`src/inc/alarm_mon_pkg.sv`:
```
// Constants for the drop/add bus alarm monitor.
// Assumes a 20 MHz system clock and a 32-bit classic Wishbone slave port.
`default_nettype none
package alarm_mon_pkg;
   // Timing
   localparam int CLK_NS = 50;
   localparam int LOC_NS = 1000;
   localparam int LOC_CYC = (LOC_NS + CLK_NS - 1) / CLK_NS;
   // Register indices; byte address is four times the index
   localparam logic [5:0] IDX_BUS_LAT = 6'h22;
   localparam logic [5:0] IDX_BUS_LIVE = 6'h23;
   localparam logic [5:0] IDX_EXT_LAT = 6'h24;
   localparam logic [5:0] IDX_EXT_LIVE = 6'h25;
   localparam logic [5:0] IDX_B_LAT = 6'h26;
   localparam logic [5:0] IDX_CTRL = 6'h30;
   localparam logic [5:0] IDX_IRQ_STAT = 6'h31;
   localparam logic [5:0] IDX_IRQ_CLR = 6'h32;
   localparam logic [5:0] IDX_IRQ_EN = 6'h33;
   // Control fields
   localparam int CTRL_ADD_TIMING = 0;
   localparam int CTRL_AIS_SEL = 1;
   localparam int CTRL_MF_SEL = 2;
   localparam int CTRL_PAR_ODD = 3;
   localparam int CTRL_FMT_LO = 4;
   localparam logic [5:0] CTRL_RST = 6'h00;
   localparam logic [1:0] FMT_AU3 = 2'h0;
   // Bus alarm fields
   localparam int BUS_DROP_LOC = 7;
   localparam int BUS_ADD_LOC = 6;
   localparam int BUS_PAR = 5;
   // External clock / multiframe fields
   localparam int EXT_LOC = 7;
   localparam logic [2:0] MF_LOSS_RST = 3'h7;
   localparam logic [7:0] LAT_RST = 8'h00;
   // Interrupt status bits
   localparam int IRQ_BUS = 0;
   localparam int IRQ_EXT = 1;
   localparam logic [7:0] ALL_ONES = 8'hFF;
endpackage
`default_nettype wire

```
`src/drop_add_bus_alarm_monitor.sv`:
```
// A-side drop/add bus alarm monitor with Wishbone status registers.
// Assumes all drop bus pins and clocks are asynchronous to clk_i.
//
// Chosen here: the Wishbone interface to the registers.
`timescale 1ns/1ns
`default_nettype none
// Contract
// - Drop clock stuck 1000 ns raises alarm
// - Clock loss clears on first transition
// - Drop timing loss tristates add outputs
// - Add timing: add clock stuck raises alarm
// - Add clock loss tristates add outputs
// - Drop parity checked every drop clock
// - Parity error only sets status
// - Unused status bits read zero
// - Source 0: AIS from H1/H2 bytes
// - Source 1: AIS from E1x bytes
// - Tributaries two, three AIS off formats
// - External clock stuck raises alarm
// - Two bad multiframes declare multiframe loss
// - Expected H4 phase steps 00..11
// - Free running, relock after good sequence
// - H4 tribs two, three off formats
// - Multiframe loss bits one at reset
// - Latched register one address below live
module drop_add_bus_alarm_monitor (
   input wire logic clk_i,
   input wire logic rst_i,
   input wire logic [7:0] adr_i,
   input wire logic [31:0] dat_i,
   input wire logic [3:0] sel_i,
   input wire logic we_i,
   input wire logic cyc_i,
   input wire logic stb_i,
   output logic [31:0] dat_o,
   output logic ack_o,
   output logic irq_o,
   input wire logic drop_clk_i,
   input wire logic add_clk_i,
   input wire logic desync_ref_clock_i,
   input wire logic [7:0] drop_data_i,
   input wire logic drop_parity_i,
   input wire logic drop_h1_i,
   input wire logic drop_h2_i,
   input wire logic drop_e1_i,
   input wire logic drop_h4_i,
   input wire logic [1:0] drop_trib_i,
   input wire logic [7:0] add_data_i,
   input wire logic add_parity_i,
   input wire logic add_indicator_i,
   output logic [7:0] add_data_o,
   output logic add_parity_o,
   output logic add_indicator_o,
   output logic add_oe_o
);
   localparam int NPIN = 18;
   localparam logic [4:0] LOC_LAST = 5'(alarm_mon_pkg::LOC_CYC - 1);

   function automatic logic is_ones(input logic [7:0] b);
      return b == alarm_mon_pkg::ALL_ONES;
   endfunction

   // Pin synchronisers; s1 feeds only s2
   logic [NPIN-1:0] s1, s2, s3;
   always_ff @(posedge clk_i) begin
      s1 <= {drop_clk_i, add_clk_i, desync_ref_clock_i, drop_data_i, drop_parity_i,
             drop_h1_i, drop_h2_i, drop_e1_i, drop_h4_i, drop_trib_i};
      s2 <= s1;
      s3 <= s2;
   end
   logic [2:0] ck, ckp, edge_seen;
   logic [7:0] dd;
   logic dpar, dh1, dh2, de1, dh4, drop_rise;
   logic [1:0] dtrib;
   assign ck = s2[17:15];
   assign ckp = s3[17:15];
   assign edge_seen = ck ^ ckp;
   assign {dd, dpar, dh1, dh2, de1, dh4, dtrib} = s2[14:0];
   assign drop_rise = ck[2] & ~ckp[2];

   // Control register
   logic [5:0] ctrl;
   logic add_timing, ais_sel, mf_sel, par_odd;
   logic [1:0] fmt;
   logic [2:0] trib_en;
   assign add_timing = ctrl[alarm_mon_pkg::CTRL_ADD_TIMING];
   assign ais_sel = ctrl[alarm_mon_pkg::CTRL_AIS_SEL];
   assign mf_sel = ctrl[alarm_mon_pkg::CTRL_MF_SEL];
   assign par_odd = ctrl[alarm_mon_pkg::CTRL_PAR_ODD];
   assign fmt = ctrl[alarm_mon_pkg::CTRL_FMT_LO +: 2];
   assign trib_en = {{2{fmt == alarm_mon_pkg::FMT_AU3}}, 1'b1};

   // Loss of clock: index 2 drop, 1 add, 0 external
   logic [4:0] loc_cnt [3];
   logic [4:0] next_loc_cnt [3];
   logic [2:0] lost, next_lost;
   always_comb begin
      for (int k = 0; k < 3; k++) begin
         next_loc_cnt[k] = loc_cnt[k];
         next_lost[k] = lost[k];
         if (edge_seen[k]) begin
            next_loc_cnt[k] = 5'h00;
            next_lost[k] = 1'b0;
         end else if (loc_cnt[k] == LOC_LAST) begin
            next_lost[k] = 1'b1;
         end else begin
            next_loc_cnt[k] = loc_cnt[k] + 5'h01;
         end
      end
      // add clock watched only in add timing
      if (!add_timing) begin
         next_lost[1] = 1'b0;
      end
   end
   always_ff @(posedge clk_i) begin
      if (rst_i) begin
         for (int k = 0; k < 3; k++) begin
            loc_cnt[k] <= 5'h00;
         end
         lost <= 3'h0;
      end else begin
         loc_cnt <= next_loc_cnt;
         lost <= next_lost;
      end
   end

   // Add bus outputs; data path untouched by parity
   logic kill;
   // add outputs off during loss of the selected timing clock (add in add timing, else drop)
   assign kill = add_timing ? lost[1] : lost[2];
   logic [7:0] next_add_data;
   logic next_add_par, next_add_ind, next_add_oe;
   always_comb begin
      next_add_data = add_data_i;
      next_add_par = add_parity_i;
      next_add_ind = add_indicator_i & ~kill;
      next_add_oe = ~kill;
   end
   always_ff @(posedge clk_i) begin
      if (rst_i) begin
         add_data_o <= 8'h00;
         add_parity_o <= 1'b0;
         add_indicator_o <= 1'b0;
         add_oe_o <= 1'b0;
      end else begin
         add_data_o <= next_add_data;
         add_parity_o <= next_add_par;
         add_indicator_o <= next_add_ind;
         add_oe_o <= next_add_oe;
      end
   end

   // Parity, AIS and H4 monitors on drop clock rising edges
   logic par_err, next_par_err;
   logic [2:0] h1_ff, next_h1_ff, ais_ptr, next_ais_ptr, ais_e1, next_ais_e1;
   logic [1:0] mf_ctr [3];
   logic [1:0] next_mf_ctr [3];
   logic [1:0] good [3];
   logic [1:0] next_good [3];
   logic [2:0] miss, next_miss, bad_mf, next_bad_mf, lof, next_lof;
   logic [1:0] exp_h4;
   always_comb begin
      next_par_err = par_err;
      next_h1_ff = h1_ff;
      next_ais_ptr = ais_ptr;
      next_ais_e1 = ais_e1;
      next_mf_ctr = mf_ctr;
      next_good = good;
      next_miss = miss;
      next_bad_mf = bad_mf;
      next_lof = lof;
      exp_h4 = 2'h0;
      if (drop_rise) begin
         next_par_err = (^{dd, dpar}) != par_odd;
         for (int t = 0; t < 3; t++) begin
            if (dtrib == 2'(t)) begin
               if (dh1) next_h1_ff[t] = is_ones(dd);
               if (dh2) next_ais_ptr[t] = h1_ff[t] & is_ones(dd);
               if (de1) next_ais_e1[t] = is_ones(dd);
               if (dh4 && !mf_sel && trib_en[t]) begin
                  exp_h4 = mf_ctr[t] + 2'h1;
                  if (lof[t]) begin
                     // follow received phase, relock on four good
                     next_mf_ctr[t] = dd[1:0];
                     next_good[t] = (dd[1:0] == exp_h4) ? good[t] + 2'h1 : 2'h0;
                     if (dd[1:0] == exp_h4 && good[t] == 2'h3) begin
                        next_lof[t] = 1'b0;
                        next_bad_mf[t] = 1'b0;
                        next_miss[t] = 1'b0;
                     end
                  end else begin
                     next_mf_ctr[t] = exp_h4;
                     next_miss[t] = miss[t] | (dd[1:0] != exp_h4);
                     if (exp_h4 == 2'h3) begin
                        next_miss[t] = 1'b0;
                        // second bad multiframe in a row
                        if (miss[t] || dd[1:0] != exp_h4) begin
                           next_bad_mf[t] = 1'b1;
                           next_lof[t] = bad_mf[t];
                           next_good[t] = 2'h0;
                        end else begin
                           next_bad_mf[t] = 1'b0;
                        end
                     end
                  end
               end
            end
         end
      end
   end
   always_ff @(posedge clk_i) begin
      if (rst_i) begin
         par_err <= 1'b0;
         h1_ff <= 3'h0;
         ais_ptr <= 3'h0;
         ais_e1 <= 3'h0;
         for (int t = 0; t < 3; t++) begin
            mf_ctr[t] <= 2'h0;
            good[t] <= 2'h0;
         end
         miss <= 3'h0;
         bad_mf <= 3'h0;
         lof <= alarm_mon_pkg::MF_LOSS_RST;
      end else begin
         par_err <= next_par_err;
         h1_ff <= next_h1_ff;
         ais_ptr <= next_ais_ptr;
         ais_e1 <= next_ais_e1;
         mf_ctr <= next_mf_ctr;
         good <= next_good;
         miss <= next_miss;
         bad_mf <= next_bad_mf;
         lof <= next_lof;
      end
   end

   // Live status images
   logic [7:0] bus_live, ext_live;
   assign bus_live = {lost[2], lost[1], par_err, 2'b00,
                      (ais_sel ? ais_e1 : ais_ptr) & trib_en};
   assign ext_live = {lost[0], 4'h0, lof & trib_en};

   // Wishbone slave, latched and interrupt registers
   logic [7:0] bus_lat, next_bus_lat, ext_lat, next_ext_lat, bus_prev, ext_prev;
   logic [1:0] irq_stat, next_irq_stat, irq_en, next_irq_en;
   logic [5:0] next_ctrl;
   logic [31:0] next_dat;
   logic next_ack, wr;
   logic [5:0] idx;
   assign idx = adr_i[7:2];
   always_comb begin
      next_ack = cyc_i & stb_i & ~ack_o;
      wr = next_ack & we_i & sel_i[0];
      next_ctrl = ctrl;
      next_irq_en = irq_en;
      next_dat = 32'h0000_0000;
      // write one clears, a new event wins
      next_bus_lat = bus_lat;
      next_ext_lat = ext_lat;
      next_irq_stat = irq_stat;
      if (wr) begin
         unique case (idx)
            alarm_mon_pkg::IDX_BUS_LAT: next_bus_lat = bus_lat & ~dat_i[7:0];
            alarm_mon_pkg::IDX_EXT_LAT: next_ext_lat = ext_lat & ~dat_i[7:0];
            alarm_mon_pkg::IDX_CTRL: next_ctrl = dat_i[5:0];
            alarm_mon_pkg::IDX_IRQ_CLR: next_irq_stat = irq_stat & ~dat_i[1:0];
            alarm_mon_pkg::IDX_IRQ_EN: next_irq_en = dat_i[1:0];
            default: next_ctrl = ctrl;
         endcase
      end
      next_bus_lat = next_bus_lat | bus_live;
      next_ext_lat = next_ext_lat | ext_live;
      next_irq_stat[alarm_mon_pkg::IRQ_BUS] = next_irq_stat[alarm_mon_pkg::IRQ_BUS]
         | (|(bus_live & ~bus_prev));
      next_irq_stat[alarm_mon_pkg::IRQ_EXT] = next_irq_stat[alarm_mon_pkg::IRQ_EXT]
         | (|(ext_live & ~ext_prev));
      if (next_ack && !we_i) begin
         // latched copy one index below live
         unique case (idx)
            alarm_mon_pkg::IDX_BUS_LAT: next_dat[7:0] = bus_lat;
            alarm_mon_pkg::IDX_BUS_LIVE: next_dat[7:0] = bus_live;
            alarm_mon_pkg::IDX_EXT_LAT: next_dat[7:0] = ext_lat;
            alarm_mon_pkg::IDX_EXT_LIVE: next_dat[7:0] = ext_live;
            alarm_mon_pkg::IDX_CTRL: next_dat[5:0] = ctrl;
            alarm_mon_pkg::IDX_IRQ_STAT: next_dat[1:0] = irq_stat;
            alarm_mon_pkg::IDX_IRQ_EN: next_dat[1:0] = irq_en;
            default: next_dat = 32'h0000_0000;
         endcase
      end
   end
   always_ff @(posedge clk_i) begin
      if (rst_i) begin
         ack_o <= 1'b0;
         dat_o <= 32'h0000_0000;
         ctrl <= alarm_mon_pkg::CTRL_RST;
         bus_lat <= alarm_mon_pkg::LAT_RST;
         ext_lat <= alarm_mon_pkg::LAT_RST;
         bus_prev <= 8'h00;
         ext_prev <= 8'h00;
         irq_stat <= 2'h0;
         irq_en <= 2'h0;
         irq_o <= 1'b0;
      end else begin
         ack_o <= next_ack;
         dat_o <= next_dat;
         ctrl <= next_ctrl;
         bus_lat <= next_bus_lat;
         ext_lat <= next_ext_lat;
         bus_prev <= bus_live;
         ext_prev <= ext_live;
         irq_stat <= next_irq_stat;
         irq_en <= next_irq_en;
         irq_o <= |(next_irq_stat & next_irq_en);
      end
   end
endmodule // drop_add_bus_alarm_monitor
`default_nettype wire

```
`config.mk`:
```
export PLATFORM = sky130hd
export DESIGN_NAME = drop_add_bus_alarm_monitor
export DESIGN_NICKNAME = d
export VERILOG_FILES = /design/src/inc/alarm_mon_pkg.sv /design/src/drop_add_bus_alarm_monitor.sv
export SDC_FILE = /design/constraint.sdc
export NUM_CORES = 1
export LEC_CHECK = 0
export BUFFER_PORTS_ARGS = -buffer_cell sky130_fd_sc_hd__buf_2
export CAP_MARGIN = 25
export CORE_MARGIN = 4
export CORE_UTILIZATION = 50
export CTS_BUF_LIST = sky130_fd_sc_hd__clkbuf_16
export DETAILED_ROUTE_END_ITERATION = 12
export HOLD_SLACK_MARGIN = 0.12
export PLACE_DENSITY_LB_ADDON = 0.25
export SETUP_SLACK_MARGIN = 0.05
export SLEW_MARGIN = 30
export SYNTH_ARGS = -nofsm -noshare
export SYNTH_HDL_FRONTEND = slang
export SYNTH_SLANG_ARGS = --single-unit
```
`constraint.sdc`:
```
create_clock -name clk_i -period 1.9 [get_ports clk_i]
set_input_delay 0.095 -clock clk_i [delete_from_list [all_inputs] [get_ports clk_i]]
set_output_delay 0.095 -clock clk_i [all_outputs]
set_load 0.01 [all_outputs]
```
-- Word-level counts from Yosys, hierarchy flattened
Cells that the tools add are included.
- register bits after elaboration: 190
- latch bits: 0
- memory bits (writable): 0
- memory bits (read-only): 0
- input port bits: 77
- word-level logic and storage cells: 232
- memories: 0
- $add $sub $neg: 9
- multipliers: 0
- div/mod/pow operators: 0
- order comparisons: 0
- equality and inequality tests: 30
- shift-type cells: 0
- multiplexer cells: 58
- bitwise operators: 34
- reductions and logical operators: 50
- operators with widths (kind ; count):
    equality test 6 bit, second input constant ; 8
    2-to-1 mux 2 bit ; 19
    AND reduction 3 bit ; 12
    AND 8 bit ; 4
    2-to-1 mux 8 bit ; 4
    2-to-1 mux 1 bit ; 31
    AND reduction 5 bit ; 6
    inverter 8 bit ; 3
    one-hot mux 4 bit (5 select lines) ; 1
    bitwise OR 8 bit ; 2
    OR reduction 8 bit ; 2
    adder 5 x 1 -> 5 bit, second input constant ; 3
    equality test 5 bit, second input constant ; 3
    equality test 2 bit, second input constant ; 7
    one-hot mux 2 bit (7 select lines) ; 1
    adder 2 x 1 -> 2 bit, second input constant ; 6
    AND reduction 4 bit ; 3
    nonzero test 2 bit ; 6
    OR reduction 2 bit ; 5
    AND 1 bit ; 9
    XOR reduction 9 bit ; 1
    equality test 8 bit, second input constant ; 1
    one-hot mux 2 bit (4 select lines) ; 1
    AND 3 bit ; 2
    other kinds (17) ; 41

-- Logic depth before layout (Yosys ltp)
Gate-level depths: netlist of run 1.
- word-level depth: 8
- depth in mapped cells: 9
- mapped depth without buffers: 7

-- Least setup slack after synthesis of run 1
No wires, ideal clock.
- kind: register to register
- from: register mf_ctr[4] (netlist bit)
- to: register good[5] (netlist bit)
- arrival time: 1.500 ns
- path slack: 0.272 ns
- stages on the path, launching flop included: 8
- path buffers: 0
- clock period less this slack: 1.628 ns
- cell sequence: dfxtp_1 inv_1 ha_1 xor2_1 a31o_2 a21o_2 a32oi_1 nor2_1
- cells in the longest elaborated chain, start to end: 5
- RTL lines (element ; RTL line ; RTL):
    from (decl) ; drop_add_bus_alarm_monitor.sv:156 ; logic [1:0] mf_ctr [3];
    from (signal assigned) ; drop_add_bus_alarm_monitor.sv:229 ; mf_ctr <= next_mf_ctr;
    adder 2 x 1 -> 2 bit * ; drop_add_bus_alarm_monitor.sv:181 ; exp_h4 = mf_ctr[t] + 2'h1;
    != test 2 bit ; drop_add_bus_alarm_monitor.sv:197 ; if (miss[t] || dd[1:0] != exp_h4) begin
    logical OR 1 bit ; drop_add_bus_alarm_monitor.sv:197 ;
    nonzero test 2 bit (no source line) ; -- ;
    AND reduction 5 bit (no source line) ; -- ;
    to (signal assigned) ; drop_add_bus_alarm_monitor.sv:230 ; good <= next_good;
    to (decl) ; drop_add_bus_alarm_monitor.sv:158 ; logic [1:0] good [3];
Mark *: on every way between the ends. The rest lies on a longest branch, timed or not.
A chain may end at the register's enable or synchronous reset.

-- Worst setup path in the final report of run 1
- from: register mf_ctr[0] (netlist bit)
- to: register miss[2]
- cells in the longest elaborated chain, start to end: 5
- RTL lines (element ; RTL line ; RTL):
    adder 2 x 1 -> 2 bit * ; drop_add_bus_alarm_monitor.sv:181 ;
    equality test 2 bit / != test 2 bit (equally long branches) ; drop_add_bus_alarm_monitor.sv:186, drop_add_bus_alarm_monitor.sv:193 ;
    logical AND 1 bit / bitwise OR 1 bit (equally long branches) ; drop_add_bus_alarm_monitor.sv:186, drop_add_bus_alarm_monitor.sv:193 ;
    != test 2 x 1 -> 1 bit (no source line) / 2-to-1 mux 1 bit (equally long branches) ; -- ;
    AND reduction 4 bit (no source line) / 2-to-1 mux 1 bit (equally long branches) ; -- ;
    to (signal assigned) ; drop_add_bus_alarm_monitor.sv:231 ; miss <= next_miss;
    to (decl) ; drop_add_bus_alarm_monitor.sv:160 ; logic [2:0] miss, next_miss, bad_mf, next_bad_mf, lof, next_lof;
Marked as above.

==> impl_metrics.sql, run 1 <==
INSERT INTO impl_metrics (metric_group, metric, value, unit) VALUES
('outcome', 'status', 'completed', ''),
('synthesis', 'synthesis.area_per_instance', '9.33', 'um2'),
('sta', 'timing.hold.ws', '0.194', 'ns'),
('worst_setup_path', 'critical_path_buf_inv_count', '1', ''),
('sta', 'finalMaxSlewViolations', '0', ''),
('worst_setup_path', 'startpoint_type', 'flop', ''),
('route', 'route.detailed.drc', '0', ''),
('route', 'postRouteAntennaNets', '0', ''),
('cells_and_area', 'multi_input_area', '0.00251', 'mm2'),
('route', 'first_pass_iters', '4', ''),
('floorplan', 'floorplan.die_area', '0.0132', 'mm2'),
('worst_setup_path', 'timing.critical_path.slowest_stage_cell', 'dfxtp_1', ''),
('floorplan', 'dieHeight', '115', 'um'),
('cells_and_area', 'layoutNonFillerInstCount', '882', ''),
('synthesis', 'synth.ff_latch_count', '145', ''),
('power_and_ir_drop', 'relative_contribution_of_sequential_cells_to_total_power', '0.461', ''),
('global_route', 'wire_length_of_the_first_global_routing_pass', '20300', 'um'),
('global_route', 'pin_count_of_the_biggest_net_entering_global_routing', '32', ''),
('route', 'detailedRoute.firstIterationViolations', '233', ''),
('cts', 'cts-buffers-inserted', '17', ''),
('floorplan', 'num_rows', '38', ''),
('worst_setup_path', 'crit_path_max_fanout', '4', ''),
('global_route', 'grt_use_total', '0.193', ''),
('power_and_ir_drop', 'switching_share', '0.220', ''),
('cells_and_area', 'final_layout_size_suffix_gt1_frac', '0.190', ''),
('sta', 'final_hold_viol_count', '0', ''),
('floorplan', 'design.core.area', '0.0110', 'mm2'),
('synthesis', 'synthDominantCellAreaShare', '0.510', ''),
('synthesis', 'syn-cell-area', '0.00569', 'mm2'),
('synthesis', 'post_synth_top_area_cell', 'dfxtp_1', ''),
('sta', 'timing.max_slew.rel_slack', '0.561', ''),
('cells_and_area', 'antenna_cells', '0', ''),
('synthesis', 'synth_top_flop_cell', 'dfxtp_1', ''),
('worst_setup_path', 'setup.worst_path.end_class', 'flop', ''),
('synthesis', 'number_of_synthesized_flops_with_an_enable_pin', '0', ''),
('synthesis', 'netlist-cell-type-count', '59', ''),
('sta', 'layout_min_cycle_time', '1.78', 'ns'),
('worst_setup_path', 'timing.critical_path.cells', 'inv_1 > ha_1 > xor2_2 > nand3_1 > a21oi_2 > a21boi_0 > nor3_1', ''),
('cells_and_area', 'area.sequential', '0.00290', 'mm2'),
('cts', 'clockBufferDepth', '2', ''),
('power_and_ir_drop', 'switchingPower', '1510', 'uW'),
('worst_hold_path', 'timing.hold.worst.class', 'input port to flop', ''),
('cts', 'clock_sink_count', '145', ''),
('cells_and_area', 'n_fill_cell', '879', ''),
('power_and_ir_drop', 'clockPowerShare', '0.479', ''),
('floorplan', 'die_width', '115', 'um'),
('cells_and_area', 'layout-area-overhead-vs-synth', '26.0', '%'),
('route', 'detail_route.wirelength', '12300', 'um'),
('cts', 'clock_insertion_delay_worst_skew', '0.41', 'ns'),
('synthesis', 'synth-warning-count', '0', ''),
('placement', 'detailedPlacementHpwl', '8210', 'um'),
('cts', 'tritoncts', 'yes', ''),
('sta', 'maxClockFrequency', '563', 'MHz'),
('power_and_ir_drop', 'cellInternalPower', '5380', 'uW'),
('worst_setup_path', 'critical_path_required', '2.19', 'ns'),
('job', 'maxCapViolations', '0', ''),
('global_route', 'first_global_vias', '4384', ''),
('worst_setup_path', 'critPathTopFamily', 'compound AO/OA/AOI/OAI gates', ''),
('route', 'dr_total_vias', '4576', ''),
('synthesis', 'syn_inst', '610', ''),
('route', 'via_per_inst', '5.19', ''),
('route', 'post_drt_wl_per_cell', '13.9', 'um'),
('synthesis', 'netlist_top_cells_area', 'dfxtp_1 51%, a21oi_1 4.3%, nand2_1 4.2%, nand3_1 3.6%, nor2_1 3.4%', ''),
('placement', 'finalWeightedCongestion', '0.839', ''),
('synthesis', 'synth.yosys.seq_area_share', '0.510', ''),
('placement', 'place_inst', '808', ''),
('sta', 'setup_viol_count_final', '0', ''),
('power_and_ir_drop', 'power.static_leakage', '0.00287', 'uW'),
('synthesis', 'postSynth.asyncResetShare', '0', ''),
('worst_setup_path', 'critical_path_class', 'flop to flop', ''),
('floorplan', 'initial_utilization', '0.518', '');
synthesized netlist by cell type (all sizes together), types with 2 or more instances:
library cell,count
nor3b,2
clkbuf,15
a311oi,2
buf,36
nand2b,12
nor4b,3
nand3b,3
a21o,6
mux2i,8
a22o,4
nand2,64
dfxtp,145
and2,7
a21boi,2
mux2,3
o21ai,13
xor2,15
nor2,51
o31ai,2
nand3,41
and3b,2
nand4,8
a31oi,8
a221oi,4
nor3,17
xnor2,14
a21oi,49
nor2b,15
ha,10
a32oi,5
a22oi,3
a211oi,3
o22ai,2
inv,21
power by group through the flow:
stage | Sequential, uW | Clock (uW) | Combinational, uW
finish | 3180 | 3300 | 415
global route | 3190 | 3530 | 459
CTS | 3180 | 3370 | 409
detailed placement | 3240 | 0 | 341
global placement | 3240 | 0 | 330
floorplan | 3230 | 0 | 260
kinds of logic after synthesis:
logic type      synth area share
xor+xnor                  0.0446
flops                      0.510
compound gates             0.120
other cells             0.000659
mux                       0.0200
buf+inv                   0.0690
fa+ha+maj                 0.0220
simple gates               0.214
final cells by class:
type	count	share of cell area
sequential	145	0.405
multi-input combinational	416	0.350
clock buffer	17	0.0593
clock inverter	15	0.0237
tap	140	0.0244
timing repair buffer	128	0.127
inverter	21	0.0110
layer usage:
layer / up-vias / track usage / part of all wire
li1: 2280 / - / -
met1: 2162 / 0.238 / 0.43
met2: 120 / 0.323 / 0.50
met3: 14 / 0.0497 / 0.056
met4: 0 / 0.0751 / 0.016
met5: - / 0 / 0
repair_timing:
action	4_1_cts	5_1_grt
hold endpoints to repair	59	0
hold buffers	42	0
buffers inserted	0	0
endpoints found under the setup margin	0	11
gates resized for setup	0	6
path summary, 6_finish.rpt:
path	endpoint	slack [ns]	cells past startpoint	from
max	miss[2]	0.12	7	mf_ctr[0]
min	dat_o[1]	0.19	5	adr_i[3]
max reg2reg	miss[2]	0.12	7	mf_ctr[0]
min reg2reg	s2[14]	0.32	0	s1[14]
state kept, by name, indices dropped and copies added (netlist names), 2 cells and up:
name / count
ais_e1: 3
good: 6
s3: 3
s1: 18
s2: 18
loc_cnt: 15
lost: 3
lof: 3
ext_prev: 4
ais_ptr: 3
irq_stat: 2
dat_o: 8
h1_ff: 3
irq_en: 2
ext_lat: 8
miss: 3
bus_prev: 6
mf_ctr: 6
bus_lat: 8
ctrl: 6
add_data_o: 8
bad_mf: 3
per-stage QoR:
step	instance area [um2]	setup slack, ns	power, uW	TNS (ns)	util
6_report	7180	0.124	6900	0	0.653
4_1_cts	7140	0.119	6960	0	0.650
3_5_place_dp	6130	0.112	3580	0	0.558
2_1_floorplan	5780	0.272	3490	0	-
5_1_grt	7180	-0.0557	7180	-0.0557	0.653
3_3_place_gp	6130	0.199	3570	0	0.558
worst register-to-register path, cell delays in order, from the launching register on:
cell and delay (ns):
dfxtp_1 0.36, inv_1 0.07, ha_1 0.33, xor2_2 0.21, nand3_1 0.12, a21oi_2 0.22
a21boi_0 0.26, nor3_1 0.08
(Power assumes the default switching activity.)
==> run 2, diff against run 1 <==
==> constraint.sdc (replaced) <==
create_clock -name clk_i -period 1.8 [get_ports clk_i]
set_input_delay 0.09 -clock clk_i [delete_from_list [all_inputs] [get_ports clk_i]]
set_output_delay 0.09 -clock clk_i [all_outputs]
set_load 0.01 [all_outputs]
==> impl_metrics.sql, run 2 (synthesized netlist as in run 1, its figures left out) <==
INSERT INTO impl_metrics (metric_group, metric, value, unit) VALUES
('sta', 'layout_min_cycle_time', '1.70', 'ns'),
('placement', 'port_buffers', '68', ''),
('global_route', 'globalRoute.busiestLayer', 'met2', ''),
('global_route', 'pin_count_of_the_biggest_net_entering_global_routing', '43', ''),
('worst_setup_path', 'timing.critical_path.slowest_cell_delay', '0.49', 'ns'),
('placement', 'finalWeightedCongestion', '0.860', ''),
('floorplan', 'design.core.area', '0.0110', 'mm2'),
('global_route', 'global_route.usage.met2', '0.322', ''),
('route', 'postRouteAntennaNets', '0', ''),
('worst_setup_path', 'timing.critical_path.slowest_stage_cell', 'or4_4', ''),
('worst_setup_path', 'critical_path_class', 'flop to flop', ''),
('cts', 'clockBufferDepth', '2', ''),
('power_and_ir_drop', 'p_per_area', '1020', 'mW/mm2'),
('cts', 'clock_insertion_delay_worst_skew', '0.42', 'ns'),
('route', 'first_pass_iters', '4', ''),
('worst_setup_path', 'timing.critical_path.cells', 'ha_4 > nor3b_4 > nand3b_4 > or4_4 > a21oi_1', ''),
('floorplan', 'num_rows', '38', ''),
('cts', 'clock-root-buffer', 'clkbuf_16', ''),
('outcome', 'status', 'completed', ''),
('worst_hold_path', 'min-delay-start', 'adr_i[4]', ''),
('job', 'maxCapViolations', '0', ''),
('sta', 'unrepaired_setup_endpoints_after_global_routing', 'no', ''),
('route', 'detailedRoute.firstIterationViolations', '194', ''),
('cts', 'h-tree-depth', '4', ''),
('route', 'via_per_inst', '5.21', ''),
('floorplan', 'floorplan.io_pins', '122', ''),
('cts', 'tritoncts', 'yes', ''),
('cts', 'cts-buffers-inserted', '17', ''),
('cells_and_area', 'fin_nets', '824', ''),
('cells_and_area', 'mostFrequentLayoutCell', 'dfxtp_1', ''),
('floorplan', 'die_width', '115', 'um'),
('floorplan', 'dieHeight', '115', 'um'),
('cells_and_area', 'largest_registers', 's1 (18), s2 (18), loc_cnt (15)', ''),
('route', 'post_drt_wl_per_cell', '13.6', 'um'),
('cts', 'clkSlewWorstSetupHoldPaths', '0.06', 'ns'),
('global_route', 'grt.overflow.total', '0', ''),
('cells_and_area', 'layout-area-overhead-vs-synth', '28.7', '%'),
('worst_setup_path', 'timing.critical_path.from', 's2[17]', ''),
('worst_setup_path', 'crit_path_max_fanout', '7', ''),
('sta', 'maxClockFrequency', '589', 'MHz'),
('worst_setup_path', 'crit_arrival', '2.04', 'ns'),
('cells_and_area', 'final_layout_size_suffix_gt1_frac', '0.213', ''),
('cells_and_area', 'n_fill_cell', '844', ''),
('sta', 'finalMaxSlewViolations', '0', ''),
('worst_hold_path', 'timing.hold.worst.class', 'input port to flop', ''),
('sta', 'final.setup_skew', '0.00873', 'ns'),
('floorplan', 'initial_utilization', '0.518', ''),
('global_route', 'grt_use_total', '0.191', ''),
('route', 'dr_total_vias', '4639', ''),
('sta', 'timing.max_slew.rel_slack', '0.621', ''),
('sta', 'setup_viol_count_final', '0', ''),
('route', 'route.detailed.drc', '0', ''),
('global_route', 'grt_antenna_before_repair', '0', ''),
('cells_and_area', 'area.sequential', '0.00291', 'mm2'),
('power_and_ir_drop', 'power', '7470', 'uW'),
('cells_and_area', 'final_cell_mix', '141 x dfxtp_1, 68 x buf_2, 64 x nand2_1', ''),
('cells_and_area', 'antenna_cells', '0', ''),
('global_route', 'wire_length_of_the_first_global_routing_pass', '20100', 'um'),
('sta', 'setup_total_negative_slack', '0', 'ns'),
('cells_and_area', 'multi_input_area', '0.00256', 'mm2'),
('sta', 'worst_slew_pin_slew', '0.564', 'ns'),
('global_route', 'grt_use_met1', '0.237', ''),
('cts', 'clock_sink_count', '145', ''),
('global_route', 'first_global_vias', '4412', ''),
('route', 'detail_route.wirelength', '12100', 'um'),
('worst_setup_path', 'reg2reg_from', 's2[17]', ''),
('cts', 'post-cts-setup-buffer-count', '0', ''),
('power_and_ir_drop', 'worst_ir_drop_vdd', '1.10', 'mV'),
('worst_setup_path', 'critical_path_required', '2.15', 'ns'),
('global_route', 'globalRouteMet3Util', '0.0449', ''),
('sta', 'final_hold_viol_count', '0', ''),
('worst_setup_path', 'startpoint_type', 'flop', ''),
('floorplan', 'floorplan.die_area', '0.0132', 'mm2'),
('power_and_ir_drop', 'power.static_leakage', '0.00296', 'uW'),
('worst_setup_path', 'setup.worst_path.end_class', 'flop', ''),
('placement', 'detailedPlacementHpwl', '8110', 'um'),
('sta', 'layout_worst_path_cycle_share', '0.942', '');
## run 2: critical path, delay by kind of cell (launching register included)
kind                       cells  cell delay (ns)
and+or+nand+nor                3             0.95
DFF                            1             0.37
AOI/OAI and AO/OA              1             0.14
adders and majority gates      1             0.16
## run 2: repair_timing
action,in CTS,in global routing
pin swaps,0,5
endpoints found under the setup margin,6,16
hold buffers,42,0
gates resized for setup,3,16
endpoints found under the hold margin,67,0
## run 2: report_power, final
group	total [uW]	switching [uW]	internal, uW
sequential	3360	55.1	3300
combinational	450	228	222
clock	3670	1440	2230
## run 2: final timing paths
kind / end / slack (ns) / cells past startpoint
worst min register to register: s2[13] / 0.32 / 0
worst max register to register: good[4] / 0.10 / 5
worst max-delay path: good[4] / 0.10 / 5
worst min-delay path: dat_o[1] / 0.18 / 5
## run 2: area by class of cell
| type | count | area share |
|---|---|---|
| clock buffer | 17 | 0.0581 |
| clock inverter | 15 | 0.0266 |
| inverter | 21 | 0.0108 |
| multi-input combinational | 416 | 0.350 |
| sequential | 145 | 0.397 |
| tap | 140 | 0.0239 |
| timing repair buffer | 136 | 0.134 |
## run 2: routing by layer
layer,part of all wire,up-vias
met5,0,-
met4,0.019,0
met3,0.066,18
met2,0.49,144
met1,0.43,2174
li1,-,2303
## run 2: through the flow
step / utilization / setup WS [ns] / hold WS (ns) / cell area [um2] / cells
2_1_floorplan: - / 0.172 / 0.118 / 5780 / 633
4_1_cts: 0.661 / 0.0518 / 0.162 / 7250 / 890
3_3_place_gp: 0.565 / 0.116 / 0.192 / 6200 / 816
3_5_place_dp: 0.565 / 0.00257 / 0.194 / 6200 / 816
6_report: 0.667 / 0.104 / 0.177 / 7320 / 890
5_1_grt: 0.667 / 0.0257 / 0.209 / 7320 / 890
==> run 3, diff against run 2 <==
--- a/config.mk
+++ b/config.mk
@@ -7,7 +7,7 @@
 export LEC_CHECK = 0
 export BUFFER_PORTS_ARGS = -buffer_cell sky130_fd_sc_hd__buf_2
 export CAP_MARGIN = 25
-export CORE_MARGIN = 4
+export CORE_MARGIN = 10
 export CORE_UTILIZATION = 50
 export CTS_BUF_LIST = sky130_fd_sc_hd__clkbuf_16
 export DETAILED_ROUTE_END_ITERATION = 12
==> impl_metrics.sql, run 3 (synthesized netlist as in run 1, its figures left out) <==
INSERT INTO impl_metrics (metric_group, metric, value, unit) VALUES
('outcome', 'status', 'completed', ''),
('global_route', 'grt_antenna_before_repair', '0', ''),
('worst_setup_path', 'r2r_slack', '0.09', 'ns'),
('sta', 'setup_total_negative_slack', '0', 'ns'),
('worst_setup_path', 'crit_path_max_fanout', '4', ''),
('global_route', 'grt.overflow.total', '0', ''),
('cts', 'clock_insertion_delay_worst_skew', '0.42', 'ns'),
('route', 'first_pass_iters', '6', ''),
('route', 'detailedRoute.firstIterationViolations', '359', ''),
('route', 'postRouteAntennaNets', '0', ''),
('sta', 'final.setup_skew', '0.00567', 'ns'),
('sta', 'final_hold_viol_count', '0', ''),
('sta', 'finalMaxSlewViolations', '0', ''),
('floorplan', 'design.core.area', '0.0110', 'mm2'),
('cts', 'clock-root-buffer', 'clkbuf_16', ''),
('floorplan', 'die_width', '127', 'um'),
('worst_setup_path', 'startpoint_type', 'flop', ''),
('cts', 'clockBufferDepth', '2', ''),
('power_and_ir_drop', 'power.static_leakage', '0.00295', 'uW'),
('floorplan', 'num_rows', '38', ''),
('worst_setup_path', 'critical_path_required', '2.12', 'ns'),
('cts', 'clock_sink_count', '145', ''),
('cts', 'clkSlewWorstSetupHoldPaths', '0.06', 'ns'),
('power_and_ir_drop', 'cellInternalPower', '5690', 'uW'),
('floorplan', 'floorplan.io_pins', '122', ''),
('cts', 'cts-buffers-inserted', '17', ''),
('route', 'dr_total_vias', '4675', ''),
('power_and_ir_drop', 'p_per_area', '1000', 'mW/mm2'),
('placement', 'post_dp_cell_area', '0.00619', 'mm2'),
('sta', 'maxClockFrequency', '585', 'MHz'),
('floorplan', 'floorplan.die_area', '0.0161', 'mm2'),
('sta', 'setup_viol_count_final', '0', ''),
('cells_and_area', 'post-route-cell-area', '0.00731', 'mm2'),
('power_and_ir_drop', 'clockPowerShare', '0.480', ''),
('route', 'via_per_inst', '5.24', ''),
('cells_and_area', 'fin_nets', '827', ''),
('power_and_ir_drop', 'power', '7330', 'uW'),
('placement', 'port_buffers', '68', ''),
('worst_hold_path', 'timing.hold.worst.class', 'input port to flop', ''),
('job', 'maxCapViolations', '0', ''),
('route', 'route.detailed.drc', '0', ''),
('route', 'detail_route.wirelength', '12800', 'um'),
('route', 'post_drt_wl_per_cell', '14.3', 'um'),
('sta', 'timing.max_slew.rel_slack', '0.602', ''),
('cells_and_area', 'layout-area-overhead-vs-synth', '28.3', '%'),
('power_and_ir_drop', 'relative_contribution_of_sequential_cells_to_total_power', '0.458', ''),
('placement', 'detailedPlacementHpwl', '8540', 'um'),
('power_and_ir_drop', 'switching_share', '0.223', ''),
('global_route', 'wire_length_of_the_first_global_routing_pass', '20900', 'um'),
('floorplan', 'dieHeight', '127', 'um'),
('global_route', 'pin_count_of_the_biggest_net_entering_global_routing', '61', ''),
('sta', 'layout_worst_path_cycle_share', '0.950', ''),
('cells_and_area', 'antenna_cells', '0', ''),
('worst_setup_path', 'crit_arrival', '2.03', 'ns'),
('cts', 'tritoncts', 'yes', ''),
('sta', 'layout_min_cycle_time', '1.71', 'ns'),
('cells_and_area', 'largest_registers', 's1 (18), s2 (18), loc_cnt (15)', ''),
('global_route', 'first_global_vias', '4500', ''),
('power_and_ir_drop', 'power_share_of_the_combinational_group', '0.062', ''),
('cells_and_area', 'final_layout_size_suffix_gt1_frac', '0.203', ''),
('cells_and_area', 'mostFrequentLayoutCell', 'dfxtp_1', ''),
('power_and_ir_drop', 'switchingPower', '1640', 'uW'),
('cells_and_area', 'final_cell_mix', '143 x dfxtp_1, 68 x buf_2, 63 x nand2_1', ''),
('placement', 'finalWeightedCongestion', '0.868', ''),
('global_route', 'grt_use_total', '0.156', ''),
('worst_setup_path', 'critical_path_class', 'flop to flop', ''),
('sta', 'unrepaired_setup_endpoints_after_global_routing', 'no', ''),
('power_and_ir_drop', 'worst_ir_drop_vdd', '0.924', 'mV'),
('cts', 'h-tree-depth', '4', ''),
('worst_setup_path', 'setup.worst_path.end_class', 'flop', ''),
('sta', 'worst_slew_pin_slew', '0.593', 'ns'),
('floorplan', 'initial_utilization', '0.518', '');
## run 3: per-stage QoR
step | hold slack [ns] | setup WS, ns | instances | util
3_5_place_dp | 0.194 | 0.0131 | 814 | 0.563
5_1_grt | 0.206 | 0.0184 | 892 | 0.665
2_1_floorplan | 0.118 | 0.172 | 633 | -
4_1_cts | 0.156 | 0.0508 | 889 | 0.658
3_3_place_gp | 0.192 | 0.0880 | 814 | 0.563
6_report | 0.178 | 0.0906 | 892 | 0.665
## run 3: path summary, 6_finish.rpt
kind | from | end | cells after the start
setup / recovery | mf_ctr[0] | lof[2] | 7
hold / removal | adr_i[4] | dat_o[1] | 5
setup reg to reg | mf_ctr[0] | lof[2] | 7
hold reg to reg | s1[14] | s2[14] | 0
## run 3: power by group through the flow
stage / sequential [uW] / combinational (uW) / clock [uW]
detailed placement: 3420 / 366 / 0
CTS: 3350 / 441 / 3580
global route: 3360 / 500 / 3720
global placement: 3420 / 358 / 0
finish: 3350 / 455 / 3520
floorplan: 3410 / 274 / 0
## run 3: per-layer routing
layer / up-vias / track usage / share of wire
li1: 2318 / - / -
met1: 2181 / 0.182 / 0.44
met2: 145 / 0.248 / 0.47
met3: 31 / 0.0608 / 0.064
met4: 0 / 0.0730 / 0.023
met5: - / 0 / 0
## run 3: worst max-delay path, cell delays in order (launching register included)
cell and delay, ns:
dfxtp_1 0.36, inv_1 0.08, ha_1 0.34, xor2_2 0.22, nand3_1 0.12, a21oi_2 0.21
o21ai_0 0.12, a21o_1 0.16
## run 3: area by class of cell
type	count	area (um2)
inverter	21	78.8
tap	140	175
fill	861	3680
multi-input combinational	416	2550
clock buffer	17	425
timing repair buffer	139	1010
sequential	145	2910
clock inverter	14	165
## run 3: timing repair
item / in CTS / in global routing
pin swaps: 0 / 5
buffers inserted: 0 / 3
endpoints found under the setup margin: 6 / 13
gates resized for setup: 3 / 12
endpoints found under the hold margin: 59 / 0
hold buffers: 44 / 0
